$ cat src/srsa_defines.svh
// srsa_defines.svh: register offsets, field positions, reset values and codes
// assumes: included by bare name from src/ files of the serial register access block
`ifndef SRSA_DEFINES_SVH
`define SRSA_DEFINES_SVH

// register map (7-bit address: upper region in [6:4], lower in [3:0])
`define SRSA_ADDR_W          7
`define SRSA_URA_W           3
`define SRSA_LRA_W           4
`define SRSA_REG_COUNT       128
`define SRSA_OFS_STREAM_CTRL 7'h03
`define SRSA_OFS_RESULT_HI   7'h1a
`define SRSA_OFS_RESULT_LO   7'h1b

// stream_control fields
`define SRSA_STRM_KIND_BIT   7
`define SRSA_STRM_SPAN_MSB   2
`define SRSA_STRM_SPAN_LSB   0
`define SRSA_RST_STREAM_CTRL 8'h00
`define SRSA_RST_REG         8'h00
`define SRSA_RST_URA         3'h0

// instruction byte
`define SRSA_INSTR_URA_SETUP 8'h10
`define SRSA_INSTR_RD_BIT    7

// conversion result
`define SRSA_RAW_W           24
`define SRSA_RESULT_MAX      16'h7fff
`define SRSA_RESULT_MIN      16'h8000
`define SRSA_RESULT_RST      16'h0000

`endif

$ cat src/srsa_pkg.sv
// srsa_pkg: types shared by the serial register access block
// assumes: constants come from srsa_defines.svh
`default_nettype none
`include "srsa_defines.svh"

package srsa_pkg;

  // frame phase of the serial port
  typedef enum logic [1:0] {
    SRSA_PH_INSTR = 2'b00,
    SRSA_PH_URA   = 2'b01,
    SRSA_PH_WRITE = 2'b10,
    SRSA_PH_READ  = 2'b11
  } srsa_phase_t;

  // one prefetched read byte with its source address
  typedef struct packed {
    logic [`SRSA_ADDR_W-1:0] addr;
    logic [7:0]              data;
  } srsa_rd_item_t;

endpackage

`default_nettype wire

$ cat src/srsa_buf.sv
// srsa_buf: two-entry valid/ready buffer for prefetched read bytes
// assumes: single clock, synchronous flush clears both entries
`timescale 1ns/1ns
`default_nettype none

module srsa_buf (
  input  wire logic                   clk,       // system clock
  input  wire logic                   rst_n,     // synchronised reset, active low
  input  wire logic                   flush,     // drop all entries
  input  wire logic                   in_valid,  // producer offers an item
  output var  logic                   in_ready,  // room for one more item
  input  wire srsa_pkg::srsa_rd_item_t in_item,  // item offered
  output var  logic                   out_valid, // head item present
  input  wire logic                   out_ready, // consumer takes head
  output var  srsa_pkg::srsa_rd_item_t out_item  // head item
);

  srsa_pkg::srsa_rd_item_t ent_q [2];
  srsa_pkg::srsa_rd_item_t ent_d [2];
  logic [1:0]              cnt_q;
  logic [1:0]              cnt_d;

  assign in_ready  = (cnt_q != 2'h2);
  assign out_valid = (cnt_q != 2'h0);
  assign out_item  = ent_q[0];

  // pop shifts entry 1 down; push lands behind the survivors
  always_comb begin
    logic do_push;
    logic do_pop;
    do_push  = in_valid && in_ready;
    do_pop   = out_valid && out_ready;
    ent_d[0] = ent_q[0];
    ent_d[1] = ent_q[1];
    cnt_d    = cnt_q;
    if (do_pop) begin
      ent_d[0] = ent_q[1];
    end
    if (do_push) begin
      if (cnt_q == 2'h0 || (cnt_q == 2'h1 && do_pop)) begin
        ent_d[0] = in_item;
      end else begin
        ent_d[1] = in_item;
      end
    end
    cnt_d = cnt_q + {1'b0, do_push} - {1'b0, do_pop};
    if (flush) begin
      cnt_d = 2'h0;
    end
  end

  // storage registers
  always_ff @(posedge clk or negedge rst_n) begin
    if (!rst_n) begin
      ent_q[0] <= '0;
      ent_q[1] <= '0;
      cnt_q    <= 2'h0;
    end else begin
      ent_q[0] <= ent_d[0];
      ent_q[1] <= ent_d[1];
      cnt_q    <= cnt_d;
    end
  end

endmodule

`default_nettype wire

$ cat src/srsa_top.sv
// srsa_top: serial register access front end with streaming and result clamping
// assumes: master uses mode 0 (sample on rising sclk, device shifts on falling),
// sclk slow enough for sys_clk to see every level (8 samples per period or more)
//
// Contract
// - the conversion result is a 16-bit two's complement value split into a high and a low byte.
// - the largest reportable result is 0x7fff and the smallest is 0x8000.
// - an over-range input saturates at the nearer extreme code rather than wrapping.
// - a multi-byte write stores each byte at the next incremented address.
// - the upper address persists across frames so the master may skip its setup frame.
// - a multi-byte read returns bytes from incrementing addresses.
// - after reset the stream kind is normal, where a burst keeps incrementing.
// - setting the stream kind bit at 0x03 selects controlled streaming.
// - the wrap span field holds the window size minus one.
// - in controlled streaming the address returns to the start after the window's last register.
// - the result high byte sits at 0x1a and the low byte at 0x1b.
`timescale 1ns/1ns
`default_nettype none
`include "srsa_defines.svh"

module srsa_top (
  input  wire logic                          sys_clk,      // 20 MHz system clock
  input  wire logic                          rst_n,        // async reset, active low
  input  wire logic                          sclk,         // serial clock from master
  input  wire logic                          select_low_n, // frame select, active low
  input  wire logic                          sdi,          // serial data in
  output var  logic                          sdo,          // serial data out
  output var  logic                          sdo_oe_n,     // sdo enable, low drives
  input  wire logic signed [`SRSA_RAW_W-1:0] conv_raw,     // raw converter value
  input  wire logic                          conv_valid    // raw value strobe
);

  // reset release through two flops
  logic rst_s1_q;
  logic rst_sync_n;
  always_ff @(posedge sys_clk or negedge rst_n) begin
    if (!rst_n) begin
      rst_s1_q   <= 1'b0;
      rst_sync_n <= 1'b0;
    end else begin
      rst_s1_q   <= 1'b1;
      rst_sync_n <= rst_s1_q;
    end
  end

  // pin synchronisers; only stage two and later are read by logic
  logic sclk_s1_q, sclk_s2_q, sclk_s3_q;
  logic sel_s1_q, sel_s2_q;
  logic sdi_s1_q, sdi_s2_q;
  always_ff @(posedge sys_clk or negedge rst_sync_n) begin
    if (!rst_sync_n) begin
      sclk_s1_q <= 1'b0;
      sclk_s2_q <= 1'b0;
      sclk_s3_q <= 1'b0;
      sel_s1_q  <= 1'b1;
      sel_s2_q  <= 1'b1;
      sdi_s1_q  <= 1'b0;
      sdi_s2_q  <= 1'b0;
    end else begin
      sclk_s1_q <= sclk;
      sclk_s2_q <= sclk_s1_q;
      sclk_s3_q <= sclk_s2_q;
      sel_s1_q  <= select_low_n;
      sel_s2_q  <= sel_s1_q;
      sdi_s1_q  <= sdi;
      sdi_s2_q  <= sdi_s1_q;
    end
  end

  logic sclk_rise;
  logic sclk_fall;
  assign sclk_rise = sclk_s2_q && !sclk_s3_q;
  assign sclk_fall = !sclk_s2_q && sclk_s3_q;

  // port state
  srsa_pkg::srsa_phase_t   phase_q, phase_d;
  logic [2:0]              bit_cnt_q, bit_cnt_d;
  logic [7:0]              sh_in_q, sh_in_d;
  logic [7:0]              sh_out_q, sh_out_d;
  logic                    sdo_q, sdo_d;
  logic                    sdo_oe_n_q, sdo_oe_n_d;
  logic [`SRSA_URA_W-1:0]  ura_q, ura_d;
  logic [`SRSA_ADDR_W-1:0] addr_q, addr_d;
  logic [`SRSA_ADDR_W-1:0] base_q, base_d;
  logic [15:0]             result_q, result_d;
  logic [7:0]              mem_q [`SRSA_REG_COUNT];
  logic [7:0]              mem_d [`SRSA_REG_COUNT];

  // buffer hookup
  logic                    buf_push, buf_in_ready, buf_out_valid, buf_pop, buf_flush;
  srsa_pkg::srsa_rd_item_t buf_in_item, buf_out_item;

  srsa_buf u_rd_buf (
    .clk       (sys_clk),
    .rst_n     (rst_sync_n),
    .flush     (buf_flush),
    .in_valid  (buf_push),
    .in_ready  (buf_in_ready),
    .in_item   (buf_in_item),
    .out_valid (buf_out_valid),
    .out_ready (buf_pop),
    .out_item  (buf_out_item)
  );

  // stream control fields straight from the register array
  logic                 strm_kind;
  logic [2:0]           strm_span;
  assign strm_kind = mem_q[`SRSA_OFS_STREAM_CTRL][`SRSA_STRM_KIND_BIT];
  assign strm_span = mem_q[`SRSA_OFS_STREAM_CTRL][`SRSA_STRM_SPAN_MSB:`SRSA_STRM_SPAN_LSB];

  // burst address step: wrap at base+span in controlled mode, else increment
  function automatic logic [`SRSA_ADDR_W-1:0] step_addr(
    input logic [`SRSA_ADDR_W-1:0] a,
    input logic [`SRSA_ADDR_W-1:0] base,
    input logic                    kind,
    input logic [2:0]              span
  );
    logic [`SRSA_ADDR_W-1:0] last;
    last = base + {4'h0, span};
    if (kind && a == last) begin
      step_addr = base;
    end else begin
      step_addr = a + 7'h01;
    end
  endfunction

  // read view: result bytes replace the plain storage at their offsets
  function automatic logic [7:0] read_byte(
    input logic [`SRSA_ADDR_W-1:0] a,
    input logic [7:0]              stored,
    input logic [15:0]             res
  );
    if (a == `SRSA_OFS_RESULT_HI) begin
      read_byte = res[15:8];
    end else if (a == `SRSA_OFS_RESULT_LO) begin
      read_byte = res[7:0];
    end else begin
      read_byte = stored;
    end
  endfunction

  assign buf_in_item.addr = addr_q;
  assign buf_in_item.data = read_byte(addr_q, mem_q[addr_q], result_q);

  // clamp the raw value into the 16-bit code range
  always_comb begin
    result_d = result_q;
    if (conv_valid) begin
      if (conv_raw > $signed(24'sh007fff)) begin
        result_d = `SRSA_RESULT_MAX;
      end else if (conv_raw < $signed(24'shff8000)) begin
        result_d = `SRSA_RESULT_MIN;
      end else begin
        result_d = conv_raw[15:0];
      end
    end
  end

  // serial port next state
  always_comb begin
    logic [7:0] rx_byte;
    rx_byte    = {sh_in_q[6:0], sdi_s2_q};
    phase_d    = phase_q;
    bit_cnt_d  = bit_cnt_q;
    sh_in_d    = sh_in_q;
    sh_out_d   = sh_out_q;
    sdo_d      = sdo_q;
    sdo_oe_n_d = sdo_oe_n_q;
    ura_d      = ura_q;
    addr_d     = addr_q;
    base_d     = base_q;
    buf_push   = 1'b0;
    buf_pop    = 1'b0;
    buf_flush  = 1'b0;
    for (int i = 0; i < `SRSA_REG_COUNT; i++) begin
      mem_d[i] = mem_q[i];
    end
    if (sel_s2_q) begin
      // frame over: drop prefetch, release sdo; ura_q survives
      phase_d    = srsa_pkg::SRSA_PH_INSTR;
      bit_cnt_d  = 3'h0;
      sdo_oe_n_d = 1'b1;
      buf_flush  = 1'b1;
    end else begin
      sdo_oe_n_d = (phase_q != srsa_pkg::SRSA_PH_READ);
      if (sclk_rise) begin
        sh_in_d   = rx_byte;
        bit_cnt_d = bit_cnt_q + 3'h1;
        if (bit_cnt_q == 3'h7) begin
          unique case (phase_q)
            srsa_pkg::SRSA_PH_INSTR: begin
              if (rx_byte == `SRSA_INSTR_URA_SETUP) begin
                phase_d = srsa_pkg::SRSA_PH_URA;
              end else begin
                addr_d  = {ura_q, rx_byte[`SRSA_LRA_W-1:0]};
                base_d  = {ura_q, rx_byte[`SRSA_LRA_W-1:0]};
                phase_d = rx_byte[`SRSA_INSTR_RD_BIT] ? srsa_pkg::SRSA_PH_READ
                                                      : srsa_pkg::SRSA_PH_WRITE;
              end
            end
            srsa_pkg::SRSA_PH_URA: begin
              ura_d   = rx_byte[`SRSA_URA_W-1:0];
              phase_d = srsa_pkg::SRSA_PH_INSTR;
            end
            srsa_pkg::SRSA_PH_WRITE: begin
              // result bytes are read-only; writes there are dropped
              if (addr_q != `SRSA_OFS_RESULT_HI && addr_q != `SRSA_OFS_RESULT_LO) begin
                mem_d[addr_q] = rx_byte;
              end
              addr_d = step_addr(addr_q, base_q, strm_kind, strm_span);
            end
            srsa_pkg::SRSA_PH_READ: begin
              bit_cnt_d = 3'h0;
            end
          endcase
        end
      end
      if (phase_q == srsa_pkg::SRSA_PH_READ) begin
        // prefetch runs ahead by two bytes so a byte is ready at each boundary
        if (buf_in_ready) begin
          buf_push = 1'b1;
          addr_d   = step_addr(addr_q, base_q, strm_kind, strm_span);
        end
        if (sclk_fall) begin
          if (bit_cnt_q == 3'h0 && buf_out_valid) begin
            buf_pop  = 1'b1;
            sdo_d    = buf_out_item.data[7];
            sh_out_d = {buf_out_item.data[6:0], 1'b0};
          end else begin
            sdo_d    = sh_out_q[7];
            sh_out_d = {sh_out_q[6:0], 1'b0};
          end
        end
      end
    end
  end

  // port registers
  always_ff @(posedge sys_clk or negedge rst_sync_n) begin
    if (!rst_sync_n) begin
      phase_q    <= srsa_pkg::SRSA_PH_INSTR;
      bit_cnt_q  <= 3'h0;
      sh_in_q    <= 8'h00;
      sh_out_q   <= 8'h00;
      sdo_q      <= 1'b0;
      sdo_oe_n_q <= 1'b1;
      ura_q      <= `SRSA_RST_URA;
      addr_q     <= 7'h00;
      base_q     <= 7'h00;
      result_q   <= `SRSA_RESULT_RST;
    end else begin
      phase_q    <= phase_d;
      bit_cnt_q  <= bit_cnt_d;
      sh_in_q    <= sh_in_d;
      sh_out_q   <= sh_out_d;
      sdo_q      <= sdo_d;
      sdo_oe_n_q <= sdo_oe_n_d;
      ura_q      <= ura_d;
      addr_q     <= addr_d;
      base_q     <= base_d;
      result_q   <= result_d;
    end
  end

  // register array, one flop byte per address; stream control resets to normal
  for (genvar g = 0; g < `SRSA_REG_COUNT; g++) begin : g_reg
    always_ff @(posedge sys_clk or negedge rst_sync_n) begin
      if (!rst_sync_n) begin
        mem_q[g] <= (g == `SRSA_OFS_STREAM_CTRL) ? `SRSA_RST_STREAM_CTRL : `SRSA_RST_REG;
      end else begin
        mem_q[g] <= mem_d[g];
      end
    end
  end

  assign sdo      = sdo_q;
  assign sdo_oe_n = sdo_oe_n_q;

endmodule

`default_nettype wire

$ cat config.mk
export PLATFORM = sky130hd
export DESIGN_NAME = srsa_top
export DESIGN_NICKNAME = d
export VERILOG_FILES = /design/src/srsa_pkg.sv /design/src/srsa_buf.sv /design/src/srsa_top.sv
export VERILOG_INCLUDE_DIRS = /design/src /design/src/src
export SDC_FILE = /design/constraint.sdc
export NUM_CORES = 2
export LEC_CHECK = 0
export ABC_CLOCK_PERIOD_IN_PS = 42400
export BUFFER_PORTS_ARGS = -buffer_cell sky130_fd_sc_hd__buf_2
export CORE_AREA = 4 4 327 361
export DETAILED_ROUTE_END_ITERATION = 10
export DIE_AREA = 0 0 331 365
export SYNTH_ARGS = -nofsm -noshare
export SYNTH_HDL_FRONTEND = slang
export SYNTH_SLANG_ARGS = --single-unit
$ cat constraint.sdc
create_clock -name sys_clk -period 42.4 [get_ports sys_clk]
set_input_delay 10.6 -clock sys_clk [delete_from_list [all_inputs] [get_ports sys_clk]]
set_output_delay 10.6 -clock sys_clk [all_outputs]
set_load 0.1 [all_outputs]
# Word level (Yosys, flattened, before mapping)
# Index checks and enable logic that the tools add are counted.
dict set report word_totals {
  in_bits 30
  out_inout_bits 2
  wordCells 247
  ff_bits 1120
}
dict set report op_classes {
  add_sub_neg 5
  n_bitwise 4
  n_mux 43
  order_cmp 4
  eq_ne 13
  n_reduce_logical 26
}
# op count
set op_table {}
lappend op_table {{1024-bit bitwise mux} 1}
lappend op_table {{8-bit binary-select mux with 7-bit select} 1}
lappend op_table {{8-bit demux with 7-bit select} 1}
lappend op_table {{8-bit two-way mux} 6}
lappend op_table {{15-bit two-way mux} 3}
lappend op_table {{7-bit two-way mux} 6}
lappend op_table {{16-bit two-way mux} 2}
lappend op_table {{30-bit two-way mux} 1}
lappend op_table {{24-bit by 16-bit greater-than comparator with 1-bit output, second input constant} 1}
lappend op_table {{24-bit by 16-bit less-than comparator with 1-bit output, second input constant} 1}
lappend op_table {{7-bit by 5-bit == test with 1-bit output, second input constant} 2}
lappend op_table {{7-bit by 5-bit != test with 1-bit output, second input constant} 2}
lappend op_table {{7-bit case mux with 2 select lines} 1}
lappend op_table {{3-bit two-way mux} 4}
lappend op_table {{1-bit two-way mux} 11}
lappend op_table {{2-bit two-way mux} 5}
lappend op_table {{5-bit AND reduction} 2}
lappend op_table {{1-bit logical AND} 9}
lappend op_table {{8-bit by 5-bit == test with 1-bit output, second input constant} 1}
lappend op_table {{8-bit greater-or-equal comparator, second input constant} 1}
lappend op_table {{8-bit by 1-bit less-than comparator with 1-bit output, second input constant} 1}
lappend op_table {{7-bit inverter with 8-bit output} 1}
lappend op_table {{7-bit by 1-bit adder with 7-bit output, second input constant} 1}
lappend op_table {{7-bit by 3-bit adder with 7-bit output} 1}
lappend op_table {{19 further kinds} 30}

# Longest topological paths before layout
dict set report logic_depth {
  depth_word 11
  ltp_mapped 15
  ltp_nobuf 11
}

# Modules after synthesis
# From an unflattened synthesis, not the netlist that was laid out.
dict set report hier_totals {
  hier_cells 3883
  area_unflattened_um2 51356.8
}
# module cells_per_inst area_per_inst_um2 seq_area_each_um2 instances
set modules_own_cells {}
lappend modules_own_cells {srsa_top 3770 49686.4 27204.8 1}
lappend modules_own_cells {srsa_buf 113 1670.4 800.8 1}

# Least setup slack after synthesis
# OpenSTA, ideal clock, no wires.
dict set report synth_timing {
  kind {input -> register}
  from {input port conv_raw[22]}
  to {register result_q[10]}
  cell_stages 5
  required_ns 42.259
  setup_ns 0.141
  arrival_time_ns 11.377
  slack_ns 30.882
  n_path_buf 1
  path_cell_list {nor4_1 > a21oi_1 > clkbuf_1 > nor2_1 > o22ai_1}
}
dict set report synth_between {
  elab_chain_cells 3
  elab_cells_between_ends 4
  cone_classes {order compare (2); mux (2)}
}
# element line_no
set synth_rtl {}
lappend synth_rtl {{start, declared} srsa_top.sv:29} ;# input wire logic signed [`SRSA_RAW_W-1:0] conv_raw,
lappend synth_rtl {{24-bit by 16-bit less-than comparator with 1-bit output} srsa_top.sv:151} ;# end else if (conv_raw < $signed(24'shff8000)) begin
lappend synth_rtl {{16-bit two-way mux} srsa_top.sv:151}
lappend synth_rtl {{16-bit two-way mux (*)} srsa_top.sv:149} ;# if (conv_raw > $signed(24'sh007fff)) begin
lappend synth_rtl {{end signal, assigned} srsa_top.sv:250} ;# result_q <= `SRSA_RESULT_RST;
lappend synth_rtl {{end signal, assigned} srsa_top.sv:261} ;# result_q <= result_d;
lappend synth_rtl {{end, declared} srsa_top.sv:85} ;# logic [15:0] result_q, result_d;
# Mark *: on every way between the ends. The rest lies on a longest branch, timed or not.
# A chain may end at the register's enable or synchronous reset.

# Worst setup path after layout
dict set report layout_timing {
  from {register sdo_oe_n_q, in the netlist sdo_oe_n}
  to {output port sdo_oe_n}
}
# element line_no
set layout_lines {}
lappend layout_lines {{start, declared} srsa_top.sv:81} ;# logic sdo_oe_n_q, sdo_oe_n_d;
lappend layout_lines {{start signal, assigned} srsa_top.sv:257} ;# sdo_oe_n_q <= sdo_oe_n_d;
lappend layout_lines {{end, declared} srsa_top.sv:28} ;# output var logic sdo_oe_n,
# No word-level cell between the ends.

==> results.md <==
* Synth Flop Type: dfrtp_1
* Die area at 0.121 mm2
* Post-layout util at 49.6%
* CTS max path bufs at 3
* Fraction of registers with async set/reset at 100%
* RSZ-0062 raised after global routing: false
* Slew of the pin with the lowest slew margin at 1.27 ns
* CTS H-Tree Depth at 3
* Final wirelength at 161 mm
* Slowest cell on crit path: dfstp_2
* Register-to-register setup slack at 36.75 ns
* Crit path max fanout at 1
* WP buf/inv at 1
* Vias in the first global route at 34,225
* GRT overflow at 0
* Post-synthesis instance total at 3,888
* Final Net Count at just under 4,000
* Worst setup SP type: flop
* Worst path max stage delay at 0.51 ns
* Syn Nets at 3,929
* First-pass GRT wire length at 239 mm
* Hold Buf Count CTS at 0
* Tmin final at 12.23 ns
* Die Wd at 331 um
* Hold Vio Cnt, Final at 0
* Root Driver: clkbuf_16
* Met3 Resource Use GR at between 5 and 6%
* Yosys top cell area share at 54.0%
* Hpwl dp at 99.2 mm
* Final setup viols at 0
* Die H at 365 um
* Setup Skew at around 0.035 ns
* Layout cells sized above 1 at 39.0%
* Synth area leaders: dfrtp_1 (54%), mux2_2 (25%), mux4_2 (2.0%)
* Flops & latches, synth at 1,105
* Hold WC Path Type: flop to async pin
* PwrDens at 41.1 mW/mm2
* Initial antenna violation count at 4
* Number of synthesized flops with an enable pin at 0
* Gr busiest metal: met2
* Status: complete, no violations
* Post-cts sizing count at 0
* Routability cong. at 0.900
* Clock Latency Late Sink at 0.72 ns
* I/O pins at 32
* Residual DRC count at 0
* F_max at 0.0818 GHz
* Arr. time, crit path at 1.63 ns
* CP Capture Type: primary output
* IO Port Bufs at 31
* Fillers at 9,985
* Number of antenna diodes at 0
* Req. time, crit path at 31.80 ns
* Seq/Total Area, Yosys at a little over half
* Num CTS Buffers at 116
* Pleak at roughly 27 nW
* Post-CTS setup buffer count at 0
* Slew Limit Fails at 0
* Vias at 34,120
* Final period util at 28.8%
* Kind of critical path: flop to primary output
* Drt pass-1 iters at 6
* Syn. warnings at 0
* Starting Density at 44.8%
* Most frequent cells in the layout: mux2_2 (1,114), dfrtp_1 (1,088), nand2_1 (211), a22oi_1 (134), clkbuf_16 (118)
* Top delay family on crit path: flip-flops
* Via density at 6.27
* Starting DRC count in detailed routing at 3,186
* CTS tree: yes
* Synthesized area at 0.0511 mm2
* Final ANT Viol Nets at 0
* Row count at between 100 and 150
* Wire length per cell at 29.6 um
* Met2 Resource Use GR at 41.8%
* Commonest non-fill, non-tap cell in the layout: mux2_2
* Worst vdd ir at around 0.000045 V
* Clk slew on worst S/H paths at 0.06 ns
* Clk sinks at 1,105
* Max-cap viol count at 0
* Area Growth Syn to Fin at 10.7%
* Crit-path cells: buf_2
* Leading area contributor after synthesis: dfrtp_1
* Met1 usage at between 30% and 40%
* Core ar. at between 0.1 and 0.15 mm2
* Library cells used by synthesis at 79
* Post-synthesis area per instance at between 10 and 15 um2
* Slew headroom at around 14%
* GRT Total Usage at 26.7%
* Largest net degree at the start of global routing at roughly 170
* Total Neg Setup Slack at 0 ns
[registers in the layout, indices dropped and copies added, names as in the netlist, 2 cells and up]
| signal | flops |
|---|---|
| u_rd_buf.out_item | 8 |
| sh_out_q | 7 |
| mem_q | 1024 |
| result_q | 16 |
| u_rd_buf.cnt_q | 2 |
| base_q | 7 |
| sh_in_q | 7 |
| u_rd_buf.ent_q | 8 |
| ura_q | 3 |
| phase_q | 2 |
| addr_q | 7 |
| bit_cnt_q | 3 |
[logic make-up after synthesis]
logic type	synth area share (%)
adders and majority gates	0.284
muxes	29.1
xor gates and xnor gates	0.291
and+or+nand+nor	4.93
other	0.00734
DFF	54.1
buffers and inverters	2.55
AOI/OAI and AO/OA	8.68
[per-layer routing]
metal,vias to the layer above,wire length [um]
met4,4,7090
met5,-,27
met3,378,11600
li1,14338,-
met1,18124,68200
met2,1276,74300
[path summary, 6_finish.rpt]
kind | cells after the start | end | start
max in group asynchronous | 1 | rst_sync_n$_DFF_PN0_ | rst_n
min in group sys_clk | 0 | sdi_s2_q$_DFF_PN0_ | sdi_s1_q$_DFF_PN0_
worst max register to register | 8 | mem_q[960]$_DFFE_PN0P_ | addr_q[2]$_DFFE_PN0N_
worst min-delay path | 0 | mem_q[93]$_DFFE_PN0P_ | rst_sync_n$_DFF_PN0_
worst max-delay path | 1 | sdo_oe_n | sdo_oe_n$_DFF_PN1_
worst min register to register | 0 | mem_q[93]$_DFFE_PN0P_ | rst_sync_n$_DFF_PN0_
[report_power, final]
| part | internal (mW) | switching [mW] |
|---|---|---|
| sequential | 1.06 | 0.0620 |
| combinational | 0.0328 | 0.159 |
| clock | 0.579 | 0.433 |
[per-stage QoR]
step,power [mW],hold slack [ns],setup slack (ns),std cells,instance area (um2)
finish,2.33,0.244,30.17,5441,56600
detailed placement,1.33,0.267,30.62,5224,52800
global route,2.40,0.279,30.14,5441,56600
floorplan,1.22,0.331,9.32,3888,51100
global placement,1.33,0.268,30.69,5224,52800
CTS,2.34,0.261,30.12,5441,56600
[area by class of cell]
class	count	area [um2]	area share, %
clock inverters	29	216	0.383
well taps	1518	1900	3.36
multi-input cells	2449	22200	39.3
flip-flops and latches	1105	27700	49.0
clock buffers	188	3570	6.30
repair buffers	114	816	1.44
inverters	38	144	0.254
[synth_stat cells, types with 6 or more instances]
master     count
o21ai_0       69
nor4b_1        7
a2111oi_0      9
nand2_2       14
a221o_1       35
o31ai_1        8
mux2_2      1114
mux2_1        41
nor4_1        15
o211ai_1      18
nor2_1       115
buf_1         27
o22a_1         7
nand2_1      211
and2_1         7
nor2_2         8
o2111ai_1      9
a211oi_1      25
mux4_2        45
a31oi_1       27
a221oi_1      66
a22o_1        16
ha_1          10
clkbuf_1     235
and3_1         9
dfrtp_1     1102
nand4_1        9
a21oi_1       86
inv_1         34
o22ai_1       38
buf_2         33
nand2b_1      16
nor3_1        24
xnor2_1       13
a22oi_1      134
mux2i_1       87
a222oi_1      11
and4_1         6
nand3_1       27
nor2b_1       18
o2bb2ai_1     13
No activity file was read; power rests on OpenSTA's default activity.
